--- config.mk ---
export PLATFORM = sky130hd
export DESIGN_NAME = sfp_status_protect
export DESIGN_NICKNAME = d
export VERILOG_FILES = /design/src/hw/sfp_pkg.sv /design/src/hw/sfp_status_protect.sv
export SDC_FILE = /design/constraint.sdc
export NUM_CORES = 1
export LEC_CHECK = 0
export BUFFER_PORTS_ARGS = -buffer_cell sky130_fd_sc_hd__buf_4
export CAP_MARGIN = 20
export CELL_PAD_IN_SITES_DETAIL_PLACEMENT = 0
export CELL_PAD_IN_SITES_GLOBAL_PLACEMENT = 2
export CORE_MARGIN = 2
export CORE_UTILIZATION = 35
export CTS_BUF_LIST = sky130_fd_sc_hd__clkbuf_4 sky130_fd_sc_hd__clkbuf_8
export DETAILED_ROUTE_END_ITERATION = 8
export HOLD_SLACK_MARGIN = 0.12
export PLACE_DENSITY_LB_ADDON = 0.1
export SYNTH_ARGS = -nofsm -noshare
export SYNTH_HDL_FRONTEND = slang
export SYNTH_SLANG_ARGS = --single-unit
--- constraint.sdc ---
create_clock -name mclk -period 2.5 [get_ports mclk]
set_input_delay 0.25 -clock mclk [delete_from_list [all_inputs] [get_ports mclk]]
set_output_delay 0.25 -clock mclk [all_outputs]
set_load 0.05 [all_outputs]
--- src/hw/sfp_pkg.sv ---
`default_nettype none

package sfp_pkg;

    // ------------------------------------------------------------
    // Clock and timing
    // ------------------------------------------------------------
    localparam int CLK_PERIOD_NS = 10;
    localparam int TW_DEFAULT_NS = 5000000;

    // ------------------------------------------------------------
    // Opcodes
    // ------------------------------------------------------------
    localparam logic [7:0] WRITE_ENABLE_CMD        = 8'h06;
    localparam logic [7:0] WRITE_DISABLE_CMD       = 8'h04;
    localparam logic [7:0] READ_IDENTIFICATION_CMD = 8'h9f;
    localparam logic [7:0] STATUS_READ_CMD         = 8'h05;
    localparam logic [7:0] STATUS_WRITE_CMD        = 8'h01;
    localparam logic [7:0] PAGE_PROGRAM_CMD        = 8'h02;
    localparam logic [7:0] SECTOR_ERASE_CMD        = 8'hd8;
    localparam logic [7:0] BULK_ERASE_CMD          = 8'hc7;

    // ------------------------------------------------------------
    // Status register layout and reset values
    // ------------------------------------------------------------
    localparam int STAT_IN_PROGRESS_POS   = 0;
    localparam int STAT_WEL_POS           = 1;
    localparam int STAT_BP_LO_POS         = 2;
    localparam int STAT_BP_HI_POS         = 4;
    localparam int STAT_WRITE_DISABLE_POS = 7;
    localparam logic       STATUS_WRITE_DISABLE_BIT_RESET     = 1'b0;
    localparam logic [2:0] BP_RESET       = 3'h0;

    // ------------------------------------------------------------
    // Frame byte counts, including the opcode byte
    // ------------------------------------------------------------
    localparam logic [2:0] BYTES_SHORT_CMD  = 3'h1;
    localparam logic [2:0] BYTES_STATUS_WR  = 3'h2;
    localparam logic [2:0] BYTES_ERASE_SECT = 3'h4;
    localparam logic [2:0] BYTES_PROG_MIN   = 3'h5;
    localparam logic [2:0] BYTES_ADDR_LAST  = 3'h3;
    localparam int         SECTOR_LSB       = 16;

    typedef enum logic [1:0] {
        ST_CMD     = 2'b00,
        ST_COLLECT = 2'b01,
        ST_READOUT = 2'b10,
        ST_IGNORE  = 2'b11
    } sfp_link_state_t;

    typedef enum logic [1:0] {
        ARR_NONE    = 2'b00,
        ARR_PROGRAM = 2'b01,
        ARR_SECTOR  = 2'b10,
        ARR_BULK    = 2'b11
    } sfp_array_op_t;

endpackage : sfp_pkg

`default_nettype wire

--- src/hw/sfp_status_protect.sv ---
// Notes on behaviour
// - Identification returns manufacturer byte, then memory type byte, then capacity byte.
// - Identification bits leave MSB first, changing on each falling serial clock edge.
// - Identification opcode during a program or erase cycle is ignored entirely.
// - Raising select ends any readout; device then waits for the next selection.
// - Status read is honoured at any time, even during self-timed cycles.
// - Status read keeps repeating the current status byte while select stays low.
// - In-progress flag is 1 during status-write, program or erase, else 0.
// - Write-enable flag mirrors the latch; cleared latch refuses all write commands.
// - Block-protect bits change only by status write, never in hardware protection.
// - Nonzero block-protect bits reject program and sector erase in protected area.
// - Bulk erase runs only when all block-protect bits are zero.
// - Disable bit high and protect pin low freeze bits and reject status writes.
// - Status write is accepted only after write-enable has set the latch.
// - Status write frame is opcode then exactly one data byte.
// - Status write ignores data bits b6, b5, b1, b0; b6 and b5 read as zero.
// - Status write is discarded unless select rises right after the data byte.
// - Valid status write starts timed cycle; at its end clear busy and latch.
// - With disable bit zero, status writes work whatever the protect pin level.
// - Hardware protection is entered whichever of bit and pin comes first.
// - Hardware protection is left only by driving the protect pin high.
// - All opcode, address and data bytes travel MSB first.
// - Write-enable command sets the write-enable latch.
// - Completing a status write clears the write-enable latch.
`default_nettype none

module sfp_status_protect #(
    parameter int          TW_NS      = sfp_pkg::TW_DEFAULT_NS, // Status write cycle time, ns
    parameter logic [31:0] PROT_TABLE = 32'h8888_4210,          // Top sectors locked per bp value
    parameter logic [7:0]  MFR_ID     = 8'ha5,                  // Arbitrary value
    parameter logic [7:0]  MEM_TYPE   = 8'h5a,                  // Arbitrary value
    parameter logic [7:0]  MEM_CAP    = 8'h3c                   // Arbitrary value
) (
    input  wire logic        mclk,           // System clock
    input  wire logic        resetn,         // Synchronous reset, active low
    input  wire logic        spi_sel_n,      // Chip select pin, active low
    input  wire logic        spi_clk,        // Serial clock pin
    input  wire logic        spi_din,        // Serial data in pin
    input  wire logic        wp_n,           // Write protect pin, active low
    input  wire logic        array_busy,     // Sequencer runs a program or erase
    input  wire logic        array_done,     // Sequencer finished an operation
    output logic             spi_dout,       // Serial data out
    output logic             spi_dout_oe,    // Drive enable for serial data out
    output logic             array_go,       // One-cycle start pulse to sequencer
    output logic [1:0]       array_op,       // Operation kind for array_go
    output logic [23:0]      array_addr,     // Address for array_go
    output logic [7:0]       status_byte,    // Current status register
    output logic             hw_protect      // Hardware protected mode active
);

    // ------------------------------------------------------------
    // Derived constants and checks
    // ------------------------------------------------------------
    localparam int TW_CYC = (TW_NS + sfp_pkg::CLK_PERIOD_NS - 1) / sfp_pkg::CLK_PERIOD_NS;
    localparam int TW_CYCLES = (TW_CYC < 1) ? 1 : TW_CYC;
    localparam int TW_W = $clog2(TW_CYCLES + 1);

    generate
        if (TW_NS < 1)
        begin : g_bad_tw
            $error("TW_NS must be positive");
        end
    endgenerate

    // Lookup of how many top sectors a block-protect value locks
    function automatic logic sector_locked(input logic [2:0] bp, input logic [2:0] sector);
        logic [3:0] n;
        n = PROT_TABLE[{bp, 2'b00} +: 4];
        return ({1'b0, sector} >= (4'h8 - n)) && (n != 4'h0);
    endfunction : sector_locked

    // ------------------------------------------------------------
    // Pin synchronisers
    // ------------------------------------------------------------
    logic [3:0] sync1_q;
    logic [3:0] sync2_q;
    logic       clk_prev_q;
    logic       sel_prev_q;

    always_ff @(posedge mclk)
    begin
        if (!resetn)
        begin
            sync1_q    <= 4'hd;
            sync2_q    <= 4'hd;
            clk_prev_q <= 1'b0;
            sel_prev_q <= 1'b1;
        end
        else
        begin
            sync1_q    <= {spi_sel_n, spi_din, spi_clk, wp_n};
            sync2_q    <= sync1_q;
            clk_prev_q <= sync2_q[1];
            sel_prev_q <= sync2_q[3];
        end
    end

    logic sel_n_s;
    logic din_s;
    logic clk_s;
    logic wp_n_s;
    logic clk_rise;
    logic clk_fall;
    logic cs_rise;

    assign sel_n_s  = sync2_q[3];
    assign din_s    = sync2_q[2];
    assign clk_s    = sync2_q[1];
    assign wp_n_s   = sync2_q[0];
    assign clk_rise = clk_s & ~clk_prev_q;
    assign clk_fall = ~clk_s & clk_prev_q;
    assign cs_rise  = sel_n_s & ~sel_prev_q;

    // ------------------------------------------------------------
    // Status state
    // ------------------------------------------------------------
    logic             status_write_disable_bit_q;
    logic [2:0]       bp_q;
    logic             wel_q;
    logic             wsr_busy_q;
    logic [TW_W-1:0]  tw_cnt_q;
    logic [7:0]       wsr_pend_q;
    logic             in_progress;
    logic             hardware_protected_mode;
    logic [7:0]       status_now;

    assign in_progress = wsr_busy_q | array_busy | array_go;
    assign hardware_protected_mode         = status_write_disable_bit_q & ~wp_n_s;

    always_comb
    begin
        status_now = 8'h00;
        status_now[sfp_pkg::STAT_IN_PROGRESS_POS] = in_progress;
        status_now[sfp_pkg::STAT_WEL_POS] = wel_q;
        status_now[sfp_pkg::STAT_BP_HI_POS:sfp_pkg::STAT_BP_LO_POS] = bp_q;
        status_now[sfp_pkg::STAT_WRITE_DISABLE_POS] = status_write_disable_bit_q;
    end

    // ------------------------------------------------------------
    // Serial receive and command decode
    // ------------------------------------------------------------
    sfp_pkg::sfp_link_state_t state_q;
    logic [7:0]  rx_sh_q;
    logic [2:0]  bit_cnt_q;
    logic [2:0]  byte_cnt_q;
    logic [7:0]  opcode_q;
    logic [23:0] addr_q;
    logic [7:0]  wsr_data_q;
    logic        read_id_q;
    logic [7:0]  rx_next;

    // Bytes arrive MSB first
    assign rx_next = {rx_sh_q[6:0], din_s};

    always_ff @(posedge mclk)
    begin
        if (!resetn)
        begin
            state_q    <= sfp_pkg::ST_CMD;
            rx_sh_q    <= 8'h00;
            bit_cnt_q  <= 3'h0;
            byte_cnt_q <= 3'h0;
            opcode_q   <= 8'h00;
            addr_q     <= 24'h000000;
            wsr_data_q <= 8'h00;
            read_id_q  <= 1'b0;
        end
        else if (sel_n_s)
        begin
            // Deselected: drop to standby, next frame starts afresh
            state_q    <= sfp_pkg::ST_CMD;
            bit_cnt_q  <= 3'h0;
            byte_cnt_q <= 3'h0;
        end
        else if (clk_rise)
        begin
            rx_sh_q   <= rx_next;
            bit_cnt_q <= bit_cnt_q + 3'h1;
            if (bit_cnt_q == 3'h7)
            begin
                if (byte_cnt_q != 3'h7)
                begin
                    byte_cnt_q <= byte_cnt_q + 3'h1;
                end
                case (state_q)
                    sfp_pkg::ST_CMD:
                    begin
                        opcode_q <= rx_next;
                        case (rx_next)
                            sfp_pkg::STATUS_READ_CMD:
                            begin
                                state_q   <= sfp_pkg::ST_READOUT;
                                read_id_q <= 1'b0;
                            end
                            sfp_pkg::READ_IDENTIFICATION_CMD:
                            begin
                                // Not decoded at all while a cycle runs
                                state_q   <= in_progress ? sfp_pkg::ST_IGNORE
                                                         : sfp_pkg::ST_READOUT;
                                read_id_q <= 1'b1;
                            end
                            sfp_pkg::WRITE_ENABLE_CMD,
                            sfp_pkg::WRITE_DISABLE_CMD,
                            sfp_pkg::STATUS_WRITE_CMD,
                            sfp_pkg::PAGE_PROGRAM_CMD,
                            sfp_pkg::SECTOR_ERASE_CMD,
                            sfp_pkg::BULK_ERASE_CMD:
                            begin
                                state_q <= sfp_pkg::ST_COLLECT;
                            end
                            default:
                            begin
                                state_q <= sfp_pkg::ST_IGNORE;
                            end
                        endcase
                    end
                    sfp_pkg::ST_COLLECT:
                    begin
                        if (byte_cnt_q == sfp_pkg::BYTES_SHORT_CMD)
                        begin
                            wsr_data_q <= rx_next;
                        end
                        if (byte_cnt_q <= sfp_pkg::BYTES_ADDR_LAST)
                        begin
                            addr_q <= {addr_q[15:0], rx_next};
                        end
                    end
                    default:
                    begin
                        state_q <= state_q;
                    end
                endcase
            end
        end
    end

    // ------------------------------------------------------------
    // Frame end evaluation, latch, protection and timed cycle
    // ------------------------------------------------------------
    logic frame_ok;
    logic wsr_ok;
    logic [2:0] sect;

    // Write-type frames count only when select rises on a byte boundary
    assign frame_ok = cs_rise && (state_q == sfp_pkg::ST_COLLECT)
                      && (bit_cnt_q == 3'h0) && !in_progress;
    assign wsr_ok   = frame_ok && (opcode_q == sfp_pkg::STATUS_WRITE_CMD)
                      && (byte_cnt_q == sfp_pkg::BYTES_STATUS_WR)
                      && wel_q && !hardware_protected_mode;
    assign sect     = addr_q[sfp_pkg::SECTOR_LSB +: 3];

    always_ff @(posedge mclk)
    begin
        if (!resetn)
        begin
            wel_q      <= 1'b0;
            wsr_busy_q <= 1'b0;
            tw_cnt_q   <= '0;
            wsr_pend_q <= 8'h00;
            status_write_disable_bit_q     <= sfp_pkg::STATUS_WRITE_DISABLE_BIT_RESET;
            bp_q       <= sfp_pkg::BP_RESET;
        end
        else if (wsr_busy_q)
        begin
            if (tw_cnt_q == TW_W'(TW_CYCLES - 1))
            begin
                // STATUS_WRITE_DISABLE_BIT and BP take the data; latch b1 and busy b0 clear; b6, b5 untouched
                wsr_busy_q <= 1'b0;
                wel_q      <= 1'b0;
                status_write_disable_bit_q     <= wsr_pend_q[sfp_pkg::STAT_WRITE_DISABLE_POS];
                bp_q       <= wsr_pend_q[sfp_pkg::STAT_BP_HI_POS:
                                         sfp_pkg::STAT_BP_LO_POS];
            end
            tw_cnt_q <= tw_cnt_q + TW_W'(1);
        end
        else if (wsr_ok)
        begin
            wsr_busy_q <= 1'b1;
            tw_cnt_q   <= '0;
            wsr_pend_q <= wsr_data_q;
        end
        else if (array_done)
        begin
            // A write enable ending in the same cycle still wins over the clear
            wel_q <= frame_ok && byte_cnt_q == sfp_pkg::BYTES_SHORT_CMD
                     && opcode_q == sfp_pkg::WRITE_ENABLE_CMD;
        end
        else if (frame_ok && byte_cnt_q == sfp_pkg::BYTES_SHORT_CMD)
        begin
            if (opcode_q == sfp_pkg::WRITE_ENABLE_CMD)
            begin
                wel_q <= 1'b1;
            end
            else if (opcode_q == sfp_pkg::WRITE_DISABLE_CMD)
            begin
                wel_q <= 1'b0;
            end
        end
    end

    // Array start requests go out only when latch and protection allow
    always_ff @(posedge mclk)
    begin
        if (!resetn)
        begin
            array_go   <= 1'b0;
            array_op   <= sfp_pkg::ARR_NONE;
            array_addr <= 24'h000000;
        end
        else
        begin
            array_go <= 1'b0;
            if (frame_ok && wel_q)
            begin
                array_addr <= addr_q;
                if (opcode_q == sfp_pkg::PAGE_PROGRAM_CMD
                    && byte_cnt_q >= sfp_pkg::BYTES_PROG_MIN
                    && !sector_locked(bp_q, sect))
                begin
                    array_go <= 1'b1;
                    array_op <= sfp_pkg::ARR_PROGRAM;
                end
                else if (opcode_q == sfp_pkg::SECTOR_ERASE_CMD
                         && byte_cnt_q == sfp_pkg::BYTES_ERASE_SECT
                         && !sector_locked(bp_q, sect))
                begin
                    array_go <= 1'b1;
                    array_op <= sfp_pkg::ARR_SECTOR;
                end
                else if (opcode_q == sfp_pkg::BULK_ERASE_CMD
                         && byte_cnt_q == sfp_pkg::BYTES_SHORT_CMD
                         && bp_q == 3'h0)
                begin
                    array_go <= 1'b1;
                    array_op <= sfp_pkg::ARR_BULK;
                end
            end
        end
    end

    // ------------------------------------------------------------
    // Serial transmit
    // ------------------------------------------------------------
    logic [7:0] tx_sh_q;
    logic [2:0] tx_bit_q;
    logic [1:0] tx_idx_q;
    logic [7:0] next_byte;
    logic [7:0] cur_byte;

    always_comb
    begin
        next_byte = status_now;
        if (read_id_q)
        begin
            case (tx_idx_q)
                2'h0:    next_byte = MFR_ID;
                2'h1:    next_byte = MEM_TYPE;
                2'h2:    next_byte = MEM_CAP;
                default: next_byte = 8'h00;
            endcase
        end
    end

    // A fresh byte is sampled at its first bit so status stays live
    assign cur_byte = (tx_bit_q == 3'h0) ? next_byte : tx_sh_q;

    always_ff @(posedge mclk)
    begin
        if (!resetn)
        begin
            spi_dout    <= 1'b0;
            spi_dout_oe <= 1'b0;
            tx_sh_q     <= 8'h00;
            tx_bit_q    <= 3'h0;
            tx_idx_q    <= 2'h0;
        end
        else if (sel_n_s || state_q != sfp_pkg::ST_READOUT)
        begin
            spi_dout_oe <= 1'b0;
            tx_bit_q    <= 3'h0;
            tx_idx_q    <= 2'h0;
        end
        else if (clk_fall)
        begin
            spi_dout_oe <= 1'b1;
            spi_dout    <= cur_byte[7];
            tx_sh_q     <= {cur_byte[6:0], 1'b0};
            tx_bit_q    <= tx_bit_q + 3'h1;
            if (tx_bit_q == 3'h7 && tx_idx_q != 2'h3)
            begin
                tx_idx_q <= tx_idx_q + 2'h1;
            end
        end
    end

    // ------------------------------------------------------------
    // Registered status outputs
    // ------------------------------------------------------------
    always_ff @(posedge mclk)
    begin
        if (!resetn)
        begin
            status_byte <= 8'h00;
            hw_protect  <= 1'b0;
        end
        else
        begin
            status_byte <= status_now;
            hw_protect  <= hardware_protected_mode;
        end
    end

endmodule : sfp_status_protect

`default_nettype wire
# Word-level counts from Yosys, hierarchy flattened
# Cells that the tools add are included.
dict set report totals {
  in_bits 8
  register_bits 149
  output_inout_bits 38
}
dict set report classes {
  addsub 6
  shift 1
  eq_ne 28
  n_reduce_logical 50
  muxes 24
  magnitude_cmp 3
  bitwise_logic 14
}
# operator n
set op_table {}
lappend op_table {{== test 8 x 3 -> 1 bit, second input constant} 5}
lappend op_table {{== test 8 bit, second input constant} 5}
lappend op_table {{2-to-1 mux 19 bit} 2}
lappend op_table {{variable part select 32 x 6 -> 4 bit, first input constant} 1}
lappend op_table {{case mux 8 bit (3 select lines)} 1}
lappend op_table {{adder 19 x 1 -> 19 bit, second input constant} 1}
lappend op_table {{== test 19 bit, second input constant} 1}
lappend op_table {{logical AND 1 bit} 18}
lappend op_table {{== test 8 x 1 -> 1 bit, second input constant} 2}
lappend op_table {{== test 8 x 2 -> 1 bit, second input constant} 2}
lappend op_table {{2-to-1 mux 8 bit} 2}
lappend op_table {{AND reduction 5 bit} 3}
lappend op_table {{2-to-1 mux 1 bit} 14}
lappend op_table {{AND reduction 2 bit} 7}
lappend op_table {{adder 3 x 1 -> 3 bit, second input constant} 3}
lappend op_table {{== test 3 bit, second input constant} 3}
lappend op_table {{logical NOT 3 bit} 3}
lappend op_table {{inverter 1 bit} 8}
lappend op_table {{AND reduction 4 bit} 2}
lappend op_table {{nonzero test 4 bit} 2}
lappend op_table {{2-to-1 mux 2 bit} 3}
lappend op_table {{!= test 2 bit, second input constant} 3}
lappend op_table {{case mux 2 bit (3 select lines)} 1}
lappend op_table {{AND reduction 3 bit} 2}
lappend op_table {{21 further kinds} 32}

# Longest topological paths before layout
# Gate-level depths: netlist (run 1).
dict set report logic_depth {
  ltp_word 11
  depth_mapped 10
  mapped_depth_nobuf 10
}

# Worst setup path after synthesis (run 1)
# Ideal clock, no wire load.
dict set report synth_timing {
  path_type {reg2reg}
  startpoint {register bp_q[1]}
  endpoint {register array_op[0]}
  arrival_time_ns 2.339
  t_required_ns 2.381
  setup_ns 0.119
  setup_slack_ns 0.042
  period_less_slack_ns 2.458
  stages_incl_launch_ff 10
  cell_sequence {dfxtp_1 clkbuf_1 or3b_2 ha_1 xnor2_1 ha_1 a21o_1 a31oi_1 o211ai_1 o221a_2}
}
dict set report synth_via {
  elab_chain_cells 8
}
# element line
set synth_lines {}
lappend synth_lines {{from (decl)} sfp_status_protect.sv:118} ;# logic [2:0] bp_q;
lappend synth_lines {{from (signal assigned)} sfp_status_protect.sv:261} ;# bp_q <= sfp_pkg::BP_RESET;
lappend synth_lines {{from (signal assigned)} sfp_status_protect.sv:271} ;# bp_q <= wsr_pend_q[sfp_pkg::STAT_BP_HI_POS:
lappend synth_lines {{variable part select 32 x 6 -> 4 bit} sfp_status_protect.sv:68} ;# n = PROT_TABLE[{bp, 2'b00} +: 4];
lappend synth_lines {{subtractor 4 bit} sfp_status_protect.sv:69} ;# return ({1'b0, sector} >= (4'h8 - n)) && (n != 4'h0);
lappend synth_lines {{>= comparator 3 x 4 -> 1 bit} sfp_status_protect.sv:69}
lappend synth_lines {{logical AND 1 bit} sfp_status_protect.sv:69}
lappend synth_lines {{logical NOT 1 bit} {sfp_status_protect.sv:318, sfp_status_protect.sv:325}}
lappend synth_lines {{logical AND 1 bit (on tied branches)} {sfp_status_protect.sv:318, sfp_status_protect.sv:325}}
lappend synth_lines {{nonzero test 3 bit (no line) / 2-to-1 mux 2 bit (equally long branches)} -}
lappend synth_lines {{AND reduction 2 bit (no line) / 2-to-1 mux 2 bit (equally long branches)} -}
lappend synth_lines {{to (signal assigned)} sfp_status_protect.sv:321} ;# array_op <= sfp_pkg::ARR_PROGRAM;
lappend synth_lines {{to (signal assigned)} sfp_status_protect.sv:328} ;# array_op <= sfp_pkg::ARR_SECTOR;
lappend synth_lines {{to (signal assigned)} sfp_status_protect.sv:335} ;# array_op <= sfp_pkg::ARR_BULK;
lappend synth_lines {{to (decl)} sfp_status_protect.sv:45} ;# output logic [1:0] array_op,
# Several ways; a longest one is shown, not always the timed one.
# A chain may end at the register's enable or synchronous reset.

# Final worst setup path (run 1)
dict set report layout_timing {
  startpoint {register bp_q[2]}
  endpoint {register array_op[1]}
}
# Same word-level chain as after synthesis.

==> flow_summary.toml, run 1 <==
[sta]
min_period_ns = 2.41
skew_ns = 0.0173
rsz0062_at_grt = "false"
hold_viol = 0
max_slew_margin_pct = 59.2
fmax_ghz = 0.416
fin_crit_sh_pct = 96.2
drv_slew = 0
worst_slew_pin_slew_ns = 0.607
setup_viol = 0
fin_setup_tns_ns = 0

[clock_network]
clock_path_buffers = 2
worst_setup_hold_path_clk_slew_ns = 0.08
root_buffer = "clkbuf_8"
cts_setup_buffers = 0
cts_tree = "built"
cts_buffers = 17
clock-sinks = 139
cts.htree.levels = 4
insertion_delay_ns = 0.45

[global_route]
grt.total_usage_pct = 15.6
grt_overflow_total = 0
grt_pass1_vias = 4278
grt_pass1_wl_mm = 22.3
grt_max_degree = 118
antenna_found_initial = 0

[synth]
ys_async_sr_fraction_pct = 0
avgSynthCellArea_um2 = 9.25
synth_area_mm2 = 0.00605
ys_ff_latch = 139
synth.distinct_cells = 53
synth_ff_type = "dfxtp_1"
yosys.area.top_type = "dfxtp_1"
synth.top_cell.area_share_pct = 46.0
yosys_warnings = 0
yosysSeqAreaShare_pct = 46.0
synth_edf_count = 0
syn_inst = 654
synthTopCellsByArea = "dfxtp_1 (46%), mux2i_1 (9.3%), nor2b_1 (5.5%), nand2_1 (5.1%), ha_1 (4.1%)"

[setup_path]
worstPathMaxFanout = 3
arrival_ns = 2.73
endpoint_kind = "register"
path_class = "register to register"
reg2reg_setup_slack_ns = 0.09
required_ns = 2.82
crit_path_start_kind = "register"

[route]
dr_wl_met2_mm = 6.24
dr_total_vias = 4494
post-route-drc-count = 0
wl_met1_mm = 6.77
wl_met3_um = 411
wirelength_mm = 13.6
postRouteAntennaNets = 0
viasPerCell = 4.80
avgRoutedWirePerCell_um = 14.5
highest_layer = "met4"
drt_iter0_drc = 154
dr.pass1.iters = 6

[place]
port_buffers = 43
gp_congestion = 0.766
place_hpwl_mm = 9.19

[die]
die-area_mm2 = 0.0183
io_pins = 46
die_y_um = 135
initial_utilization_pct = 35.3
core_area_mm2 = 0.0171
rows = 48
die_w_um = 135

[power_and_ir_drop]
irDropWorstVdd_mv = 0.384
power_density_mw_per_mm2 = 601
leakage_nw = 2.86
power_mw = 4.28

[cells_and_area]
final_cell_mix = "dfxtp_1 (138), nand2_1 (82), buf_4 (59), mux2i_1 (56), nor2b_1 (53)"
syn2layout_area_growth_pct = 17.9
layout_commonest_cell = "dfxtp_1"
drive_above_1_share_pct = 15.4
diodes = 0
nNetsFinal = 728

[status]
outcome = "completed"

[flow_run]
max_cap_viol_count = 0

[worst_hold_path]
hp-class = "input port to register"
==> metrics by stage <==
step / worst slack [ns] / area, um^2 / hold slack [ns] / cells / utilization [%]
3_5_place_dp: 0.00933 / 6630 / 0.393 / 902 / 38.8
2_1_floorplan: 0.0423 / 6050 / 0.351 / 655 / -
4_1_cts: 0.00309 / 7100 / 0.143 / 937 / 41.5
5_1_grt: 0.00114 / 7130 / 0.156 / 937 / 41.7
6_report: 0.0938 / 7130 / 0.170 / 937 / 41.7
3_3_place_gp: 0.0903 / 6630 / 0.396 / 902 / 38.8
==> per-layer routing <==
metal  vias to the layer above  global-route usage [%]
met5                         -                       0
met4                         0                    5.03
met3                        11                    4.26
met2                        55                    25.1
met1                      2126                    20.4
li1                       2302                       -
==> cell usage after synthesis, types with 5 or more instances <==
cell type,instances
or2_2,5
mux2i_1,56
o21a_1,11
ha_1,20
dfxtp_1,139
inv_1,19
a21oi_1,11
a21boi_0,33
and2_1,15
nand2_1,82
nor2_1,40
nor2b_1,53
nor3_1,7
nor4_1,7
o21ai_0,16
nand2b_1,13
and3_1,13
clkbuf_1,28
nand3_1,12
xnor2_1,7
==> critical path, cell delays in order (launching register included) <==
cell      delay, ns
dfxtp_1        0.31
or3b_4         0.42
ha_4           0.18
xnor2_1        0.13
ha_1           0.34
a21o_1         0.17
a31oi_4        0.05
o211ai_1       0.27
a21oi_1        0.11
o221a_2        0.30
==> area by class of cell <==
| type | count | area [um^2] |
|---|---|---|
| Inverter | 19 | 71.3 |
| Clock inverter | 12 | 161 |
| Fill cell | 1733 | 9990 |
| Tap cell | 225 | 282 |
| Clock buffer | 19 | 262 |
| Sequential cell | 139 | 2780 |
| Multi-Input combinational cell | 459 | 3070 |
| Timing Repair Buffer | 64 | 503 |
==> power breakdown <==
part | total (mW) | leakage (nW) | internal, mW | switching, mW
Combinational | 0.0975 | 1.53 | 0.0442 | 0.0532
Clock | 1.96 | 0.206 | 1.05 | 0.912
Sequential | 2.22 | 1.12 | 2.22 | 0.00517
Total | 4.28 | 2.86 | 3.31 | 0.971
==> state kept, by name (all words and copies together), names as in the netlist, 4 cells and up <==
signal       cells
wsr_pend_q       4
status_byte      6
wsr_data_q       4
sync1_q          4
opcode_q         8
tw_cnt_q        19
tx_sh_q          7
rx_sh_q          7
sync2_q          4
addr_q          24
array_addr      24
==> final timing paths <==
path	start	to	cells after the start
setup / recovery	bp_q[2]	array_op[1]	9
hold reg to reg	sync1_q[0]	sync2_q[0]	1
hold / removal	array_busy	status_byte[0]	3
setup reg to reg	bp_q[2]	array_op[1]	9
==> cell families (layout without fill, tap and decap cells) <==
logic type | after synthesis | count (layout) | synth area share, %
multiplexers | 57 | 57 | 9.45
flip-flops | 139 | 139 | 46.0
AND/OR/NAND/NOR | 275 | 275 | 24.0
buffers and inverters | 57 | 114 | 3.99
adder cells (fa/ha/maj) | 20 | 20 | 4.14
XOR/XNOR | 11 | 11 | 1.59
AO/OA/AOI/OAI | 94 | 94 | 10.8
other | 1 | 2 | 0.0620
==> timing repair <==
item                                   CTS  global route
pin swaps                                0             8
setup endpoints to repair                2             4
endpoints found under the hold margin    4             0
gates resized for setup                  1             6
cloned                                   0             0
hold buffers                             4             0
(Power assumes the default switching activity.)
==> inputs of run 2 (changes only) <==
--- a/config.mk
+++ b/config.mk
@@ -10,8 +10,8 @@
 export CELL_PAD_IN_SITES_DETAIL_PLACEMENT = 0
 export CELL_PAD_IN_SITES_GLOBAL_PLACEMENT = 2
 export CORE_MARGIN = 2
-export CORE_UTILIZATION = 35
-export CTS_BUF_LIST = sky130_fd_sc_hd__clkbuf_4 sky130_fd_sc_hd__clkbuf_8
+export CORE_UTILIZATION = 34
+export CTS_CLUSTER_SIZE = 12
 export DETAILED_ROUTE_END_ITERATION = 8
 export HOLD_SLACK_MARGIN = 0.12
 export PLACE_DENSITY_LB_ADDON = 0.1
==> run 2 against run 1 <==
Sequential cell count unchanged. Sequential power about the same. Hold slack improved by 0.026 ns. Cell count grew 0.53%. Non-clock buffer count grew 4. Clock skew down 0.0074 ns. Die area up 2.9%. Clock-buffer cell count is 1 higher. Clock power rose by 31%. Design area rose by 2.9%. Sequential share of layout area decreased by 1.1 points. Critical path type unchanged. Largest power group is now clock.
==> flow_summary.toml, run 2 (synthesized netlist as in run 1, its figures left out) <==
[status]
outcome = "completed"

[setup_path]
path_class = "register to register"
crit_chain = "or3b_4 -> ha_4 -> xnor2_2 -> ha_1 -> a21o_1 -> a31oi_4 -> o211ai_1 -> a21oi_1 -> o221a_2"
slowest_delay_ns = 0.40
worstPathMaxFanout = 3
crit_path_start_kind = "register"
required_ns = 2.85
cp_slowest_cell = "or3b_4"
endpoint_kind = "register"
arrival_ns = 2.74

[die]
die_y_um = 137
die-area_mm2 = 0.0189
io_pins = 46
core_area_mm2 = 0.0174
rows = 48
initial_utilization_pct = 34.8
die_w_um = 137

[clock_network]
clock-sinks = 139
cts_buffers = 17
worst_setup_hold_path_clk_slew_ns = 0.06
cts.htree.levels = 4
root_buffer = "clkbuf_16"
insertion_delay_ns = 0.41
cts_tree = "built"
clock_path_buffers = 2

[power_and_ir_drop]
irDropWorstVdd_mv = 0.444
pwr-share-clk_pct = 52.5
p_switching_mw = 1.04
switching_share_pct = 21.3
p_int_mw = 3.85
power_density_mw_per_mm2 = 667
pwr-share-comb_pct = 2.0
seq_power_share_pct = 45.6
leakage_nw = 2.96

[global_route]
grt_overflow_total = 0
antenna_found_initial = 0
grt_pass1_wl_mm = 22.5
grt.total_usage_pct = 15.5
grt_pass1_vias = 4441
grt_max_degree = 87

[place]
dp.cells = 904
place_hpwl_mm = 9.51
gp_congestion = 0.777
port_buffers = 43
place_ws_ns = -0.0185

[worst_hold_path]
hp-class = "input port to register"

[sta]
drv_slew = 0
hold_viol = 0
setup_viol = 0
min_period_ns = 2.39
max_slew_margin_pct = 49.6
rsz0062_at_grt = "false"
worst_slew_pin_slew_ns = 0.756
skew_ns = 0.00989
timing.final.ws_setup_ns = 0.109
fmax_ghz = 0.418
fin_crit_sh_pct = 95.6

[route]
viasPerCell = 4.87
dr_total_vias = 4592
post-route-drc-count = 0
avgRoutedWirePerCell_um = 14.7
dr.pass1.iters = 4
drt_iter0_drc = 167
postRouteAntennaNets = 0
wirelength_mm = 13.8

[cells_and_area]
top_regs = "addr_q: 24 flops, array_addr: 24 flops, tw_cnt_q: 19 flops"
layout_commonest_cell = "dfxtp_1"
diodes = 0
syn2layout_area_growth_pct = 21.3
nNetsFinal = 732
drive_above_1_share_pct = 15.8
final_cell_mix = "dfxtp_1 (139), nand2_1 (82), buf_4 (64), mux2i_1 (56), nor2b_1 (53)"
finalNonFillerCells = 942

[flow_run]
max_cap_viol_count = 0
[run 2: cell types whose count changed in the layout (fill, tap and decap cells not counted), sizes merged]
cell	change
buf	+4
clkbuf	+1
clkinv	+1
clkinvlp	-1
[run 2: critical path: cells and delay by family, from the launching register on]
| family | cells | cell delay [ns] |
|---|---|---|
| fa+ha+maj | 2 | 0.50 |
| xor+xnor | 1 | 0.13 |
| compound gates | 5 | 0.98 |
| simple gates | 1 | 0.40 |
| flops | 1 | 0.33 |
[run 2: repair_timing]
action                                 CTS  global route
setup buffers                            2             0
hold buffers                             4             0
setup endpoints to repair                2             3
endpoints found under the hold margin    4             0
pin swaps                                4             2
gates resized for setup                  3             5
[run 2: path summary, 6_finish.rpt]
check | slack [ns] | from | cells past startpoint | end
max | 0.11 | bp_q[0] | 9 | array_op[1]
min | 0.20 | array_busy | 3 | status_byte[0]
max reg2reg | 0.11 | bp_q[0] | 9 | array_op[1]
min reg2reg | 0.41 | sync1_q[2] | 1 | sync2_q[2]
[run 2: power groups by stage]
stage                     combinational [mW]  sequential (mW)  clock (mW)
after floorplan                       0.0639             2.28           0
after global placement                0.0926             2.28           0
after detailed placement              0.0930             2.28           0
after CTS                             0.0986             2.23        2.65
after global routing                   0.105             2.23        2.74
final                                 0.0964             2.23        2.57
[run 2: per-layer routing]
| metal | vias to the layer above | part of all wire (%) | global-route usage (%) |
|---|---|---|---|
| met5 | - | 0 | 0 |
| met4 | 0 | 2.6 | 6.41 |
| met3 | 22 | 2.6 | 3.90 |
| met2 | 62 | 45 | 24.8 |
| met1 | 2192 | 49 | 19.8 |
| li1 | 2316 | - | - |
[run 2: final cells by class]
class | count | area (um^2)
Fill cell | 1754 | 10000
Multi-Input combinational cell | 459 | 3080
Sequential cell | 139 | 2780
Timing Repair Buffer | 68 | 520
Clock buffer | 20 | 437
Tap cell | 225 | 282
Clock inverter | 12 | 163
Inverter | 19 | 71.3
[run 2: metrics by stage]
stage / TNS (ns) / hold slack [ns] / instance area (um^2) / total power [mW] / util [%]
finish: 0 / 0.196 / 7340 / 4.89 / 42.3
CTS: 0 / 0.174 / 7310 / 4.98 / 42.1
floorplan: 0 / 0.351 / 6050 / 2.34 / -
global placement: 0 / 0.396 / 6640 / 2.37 / 38.2
global route: 0 / 0.193 / 7340 / 5.08 / 42.3
detailed placement: -0.0338 / 0.397 / 6640 / 2.37 / 38.2
==> inputs of run 3 (changes only) <==
--- a/config.mk
+++ b/config.mk
@@ -15,6 +15,7 @@
 export DETAILED_ROUTE_END_ITERATION = 8
 export HOLD_SLACK_MARGIN = 0.12
 export PLACE_DENSITY_LB_ADDON = 0.1
+export RECOVER_POWER = 100
 export SYNTH_ARGS = -nofsm -noshare
 export SYNTH_HDL_FRONTEND = slang
 export SYNTH_SLANG_ARGS = --single-unit
==> run 3 against run 2 <==
Largest cell class unchanged. Wire length about the same. Sequential share of layout area rose by 0.91 points. First-iteration DRC count down 2.4%. Clock skew hardly changed. Clock power is essentially flat. Via count is 0.37% lower. Die area did not move. Design area decreased by 2.3%. Worst setup slack improved by 0.0026 ns. Global-route usage unchanged. Hold slack better by 0.047 ns. Maximum frequency rose by 0.11%.
==> flow_summary.toml, run 3 (synthesized netlist as in run 1, its figures left out) <==
[sta]
timing.final.ws_setup_ns = 0.112
drv_slew = 0
worst_slew_pin_slew_ns = 0.818
setup_viol = 0
max_slew_margin_pct = 45.5
fin_crit_sh_pct = 95.5
fmax_ghz = 0.419
fin_setup_tns_ns = 0
hold_viol = 0
min_period_ns = 2.39
skew_ns = 0.0103
holdWs_ns = 0.243

[global_route]
grt_overflow_total = 0
antenna_found_initial = 0
grt_pass1_wl_mm = 22.5
grt.total_usage_pct = 15.5
grt_max_degree = 87
grt_pass1_vias = 4441

[route]
wirelength_mm = 13.8
drt_iter0_drc = 163
post-route-drc-count = 0
postRouteAntennaNets = 0
avgRoutedWirePerCell_um = 14.6
dr_total_vias = 4575
viasPerCell = 4.86
dr.pass1.iters = 4

[clock_network]
cts_buffers = 17
insertion_delay_ns = 0.41
root_buffer = "clkbuf_16"
clock-sinks = 139
worst_setup_hold_path_clk_slew_ns = 0.06
cts.htree.levels = 4
cts_tree = "built"
clock_path_buffers = 2

[place]
place_hpwl_mm = 9.51
dp.cells = 904
port_buffers = 43
gp_congestion = 0.777
place_ws_ns = -0.0185

[setup_path]
crit_end = "array_op[0]"
reg2reg_setup_slack_ns = 0.11
cp-startpoint = "bp_q[0]"
crit_cells = 9
crit_chain = "or3b_4 -> ha_4 -> xnor2_2 -> ha_1 -> a21o_1 -> a31oi_4 -> o2111ai_2 -> a21oi_2 -> o221a_2"
path_class = "register to register"
cp_slowest_cell = "or3b_4"
arrival_ns = 2.74
required_ns = 2.85
crit_path_start_kind = "register"
rr_worst_depth = 9
worstPathMaxFanout = 3
slowest_delay_ns = 0.41
endpoint_kind = "register"
critPathTopFamily = "compound AO/OA/AOI/OAI gates"
r2r_end = "array_op[0]"
r2r-start = "bp_q[0]"
crit_buf_inv = 0

[die]
core_area_mm2 = 0.0174
die_w_um = 137
die-area_mm2 = 0.0189
rows = 48
die_y_um = 137
io_pins = 46
initial_utilization_pct = 34.8

[power_and_ir_drop]
irDropWorstVdd_mv = 0.444
power_mw = 4.89
leakage_nw = 2.77
power_density_mw_per_mm2 = 682

[cells_and_area]
nNetsFinal = 732
finalNonFillerCells = 942
syn2layout_area_growth_pct = 18.5
final_cell_mix = "dfxtp_1 (139), nand2_1 (82), mux2i_1 (56), nor2b_1 (53), clkbuf_1 (45)"
diodes = 0
drive_above_1_share_pct = 9.48
layout_commonest_cell = "dfxtp_1"
top_regs = "addr_q: 24 flops, array_addr: 24 flops, tw_cnt_q: 19 flops"

[worst_hold_path]
hp-class = "input port to register"

[flow_run]
max_cap_viol_count = 0

[status]
outcome = "completed"
## run 3: timing repair
action	in CTS	in global routing
endpoints found under the setup margin	2	3
hold endpoints to repair	4	0
setup buffers	2	0
gates resized for setup	3	5
hold buffers	4	0
pin swaps	4	2
## run 3: worst min path at each step
stage                    start  slack (ns)        endpoint  cells past startpoint
CTS                 array_busy        0.17  status_byte[0]                      3
global route        array_busy        0.26  status_byte[0]                      3
detailed placement  sync1_q[2]        0.40      sync2_q[2]                      1
global placement    sync1_q[2]        0.40      sync2_q[2]                      1
floorplan                 wp_n        0.35      sync1_q[0]                      1
finish              array_busy        0.24      state_q[0]                      5
## run 3: tightest hold or removal path, delay by kind of cell
kind,cells,cell delay (ns)
simple gates,3,0.21
buf+inv,1,0.08
compound gates,1,0.08
## run 3: layer usage
layer  wire [um]  vias up  global-route usage [%]
met5           0        -                       0
met4         351        0                    6.41
met3         368       23                    3.90
met2        6260       58                    24.8
met1        6810     2178                    19.8
li1            -     2316                       -
## run 3: layout make-up
| cell class | instances | area (um^2) |
|---|---|---|
| fillers | 1784 | 10200 |
| multi-input cells | 459 | 3070 |
| flip-flops and latches | 139 | 2780 |
| clock buffers | 20 | 437 |
| repair buffers | 68 | 360 |
| well taps | 225 | 282 |
| clock inverters | 12 | 163 |
| inverters | 19 | 71.3 |
## run 3: stage by stage
stage | util (%) | cell area (um^2)
finish | 41.3 | 7170
global placement | 38.2 | 6640
floorplan | - | 6050
detailed placement | 38.2 | 6640
CTS | 42.1 | 7310
global route | 41.3 | 7170
## run 3: where the power goes
part	switching, mW	internal [mW]	total (mW)
registers	0.00513	2.22	2.23
logic	0.0526	0.0405	0.0931
clock network	0.982	1.58	2.57
total	1.04	3.85	4.89
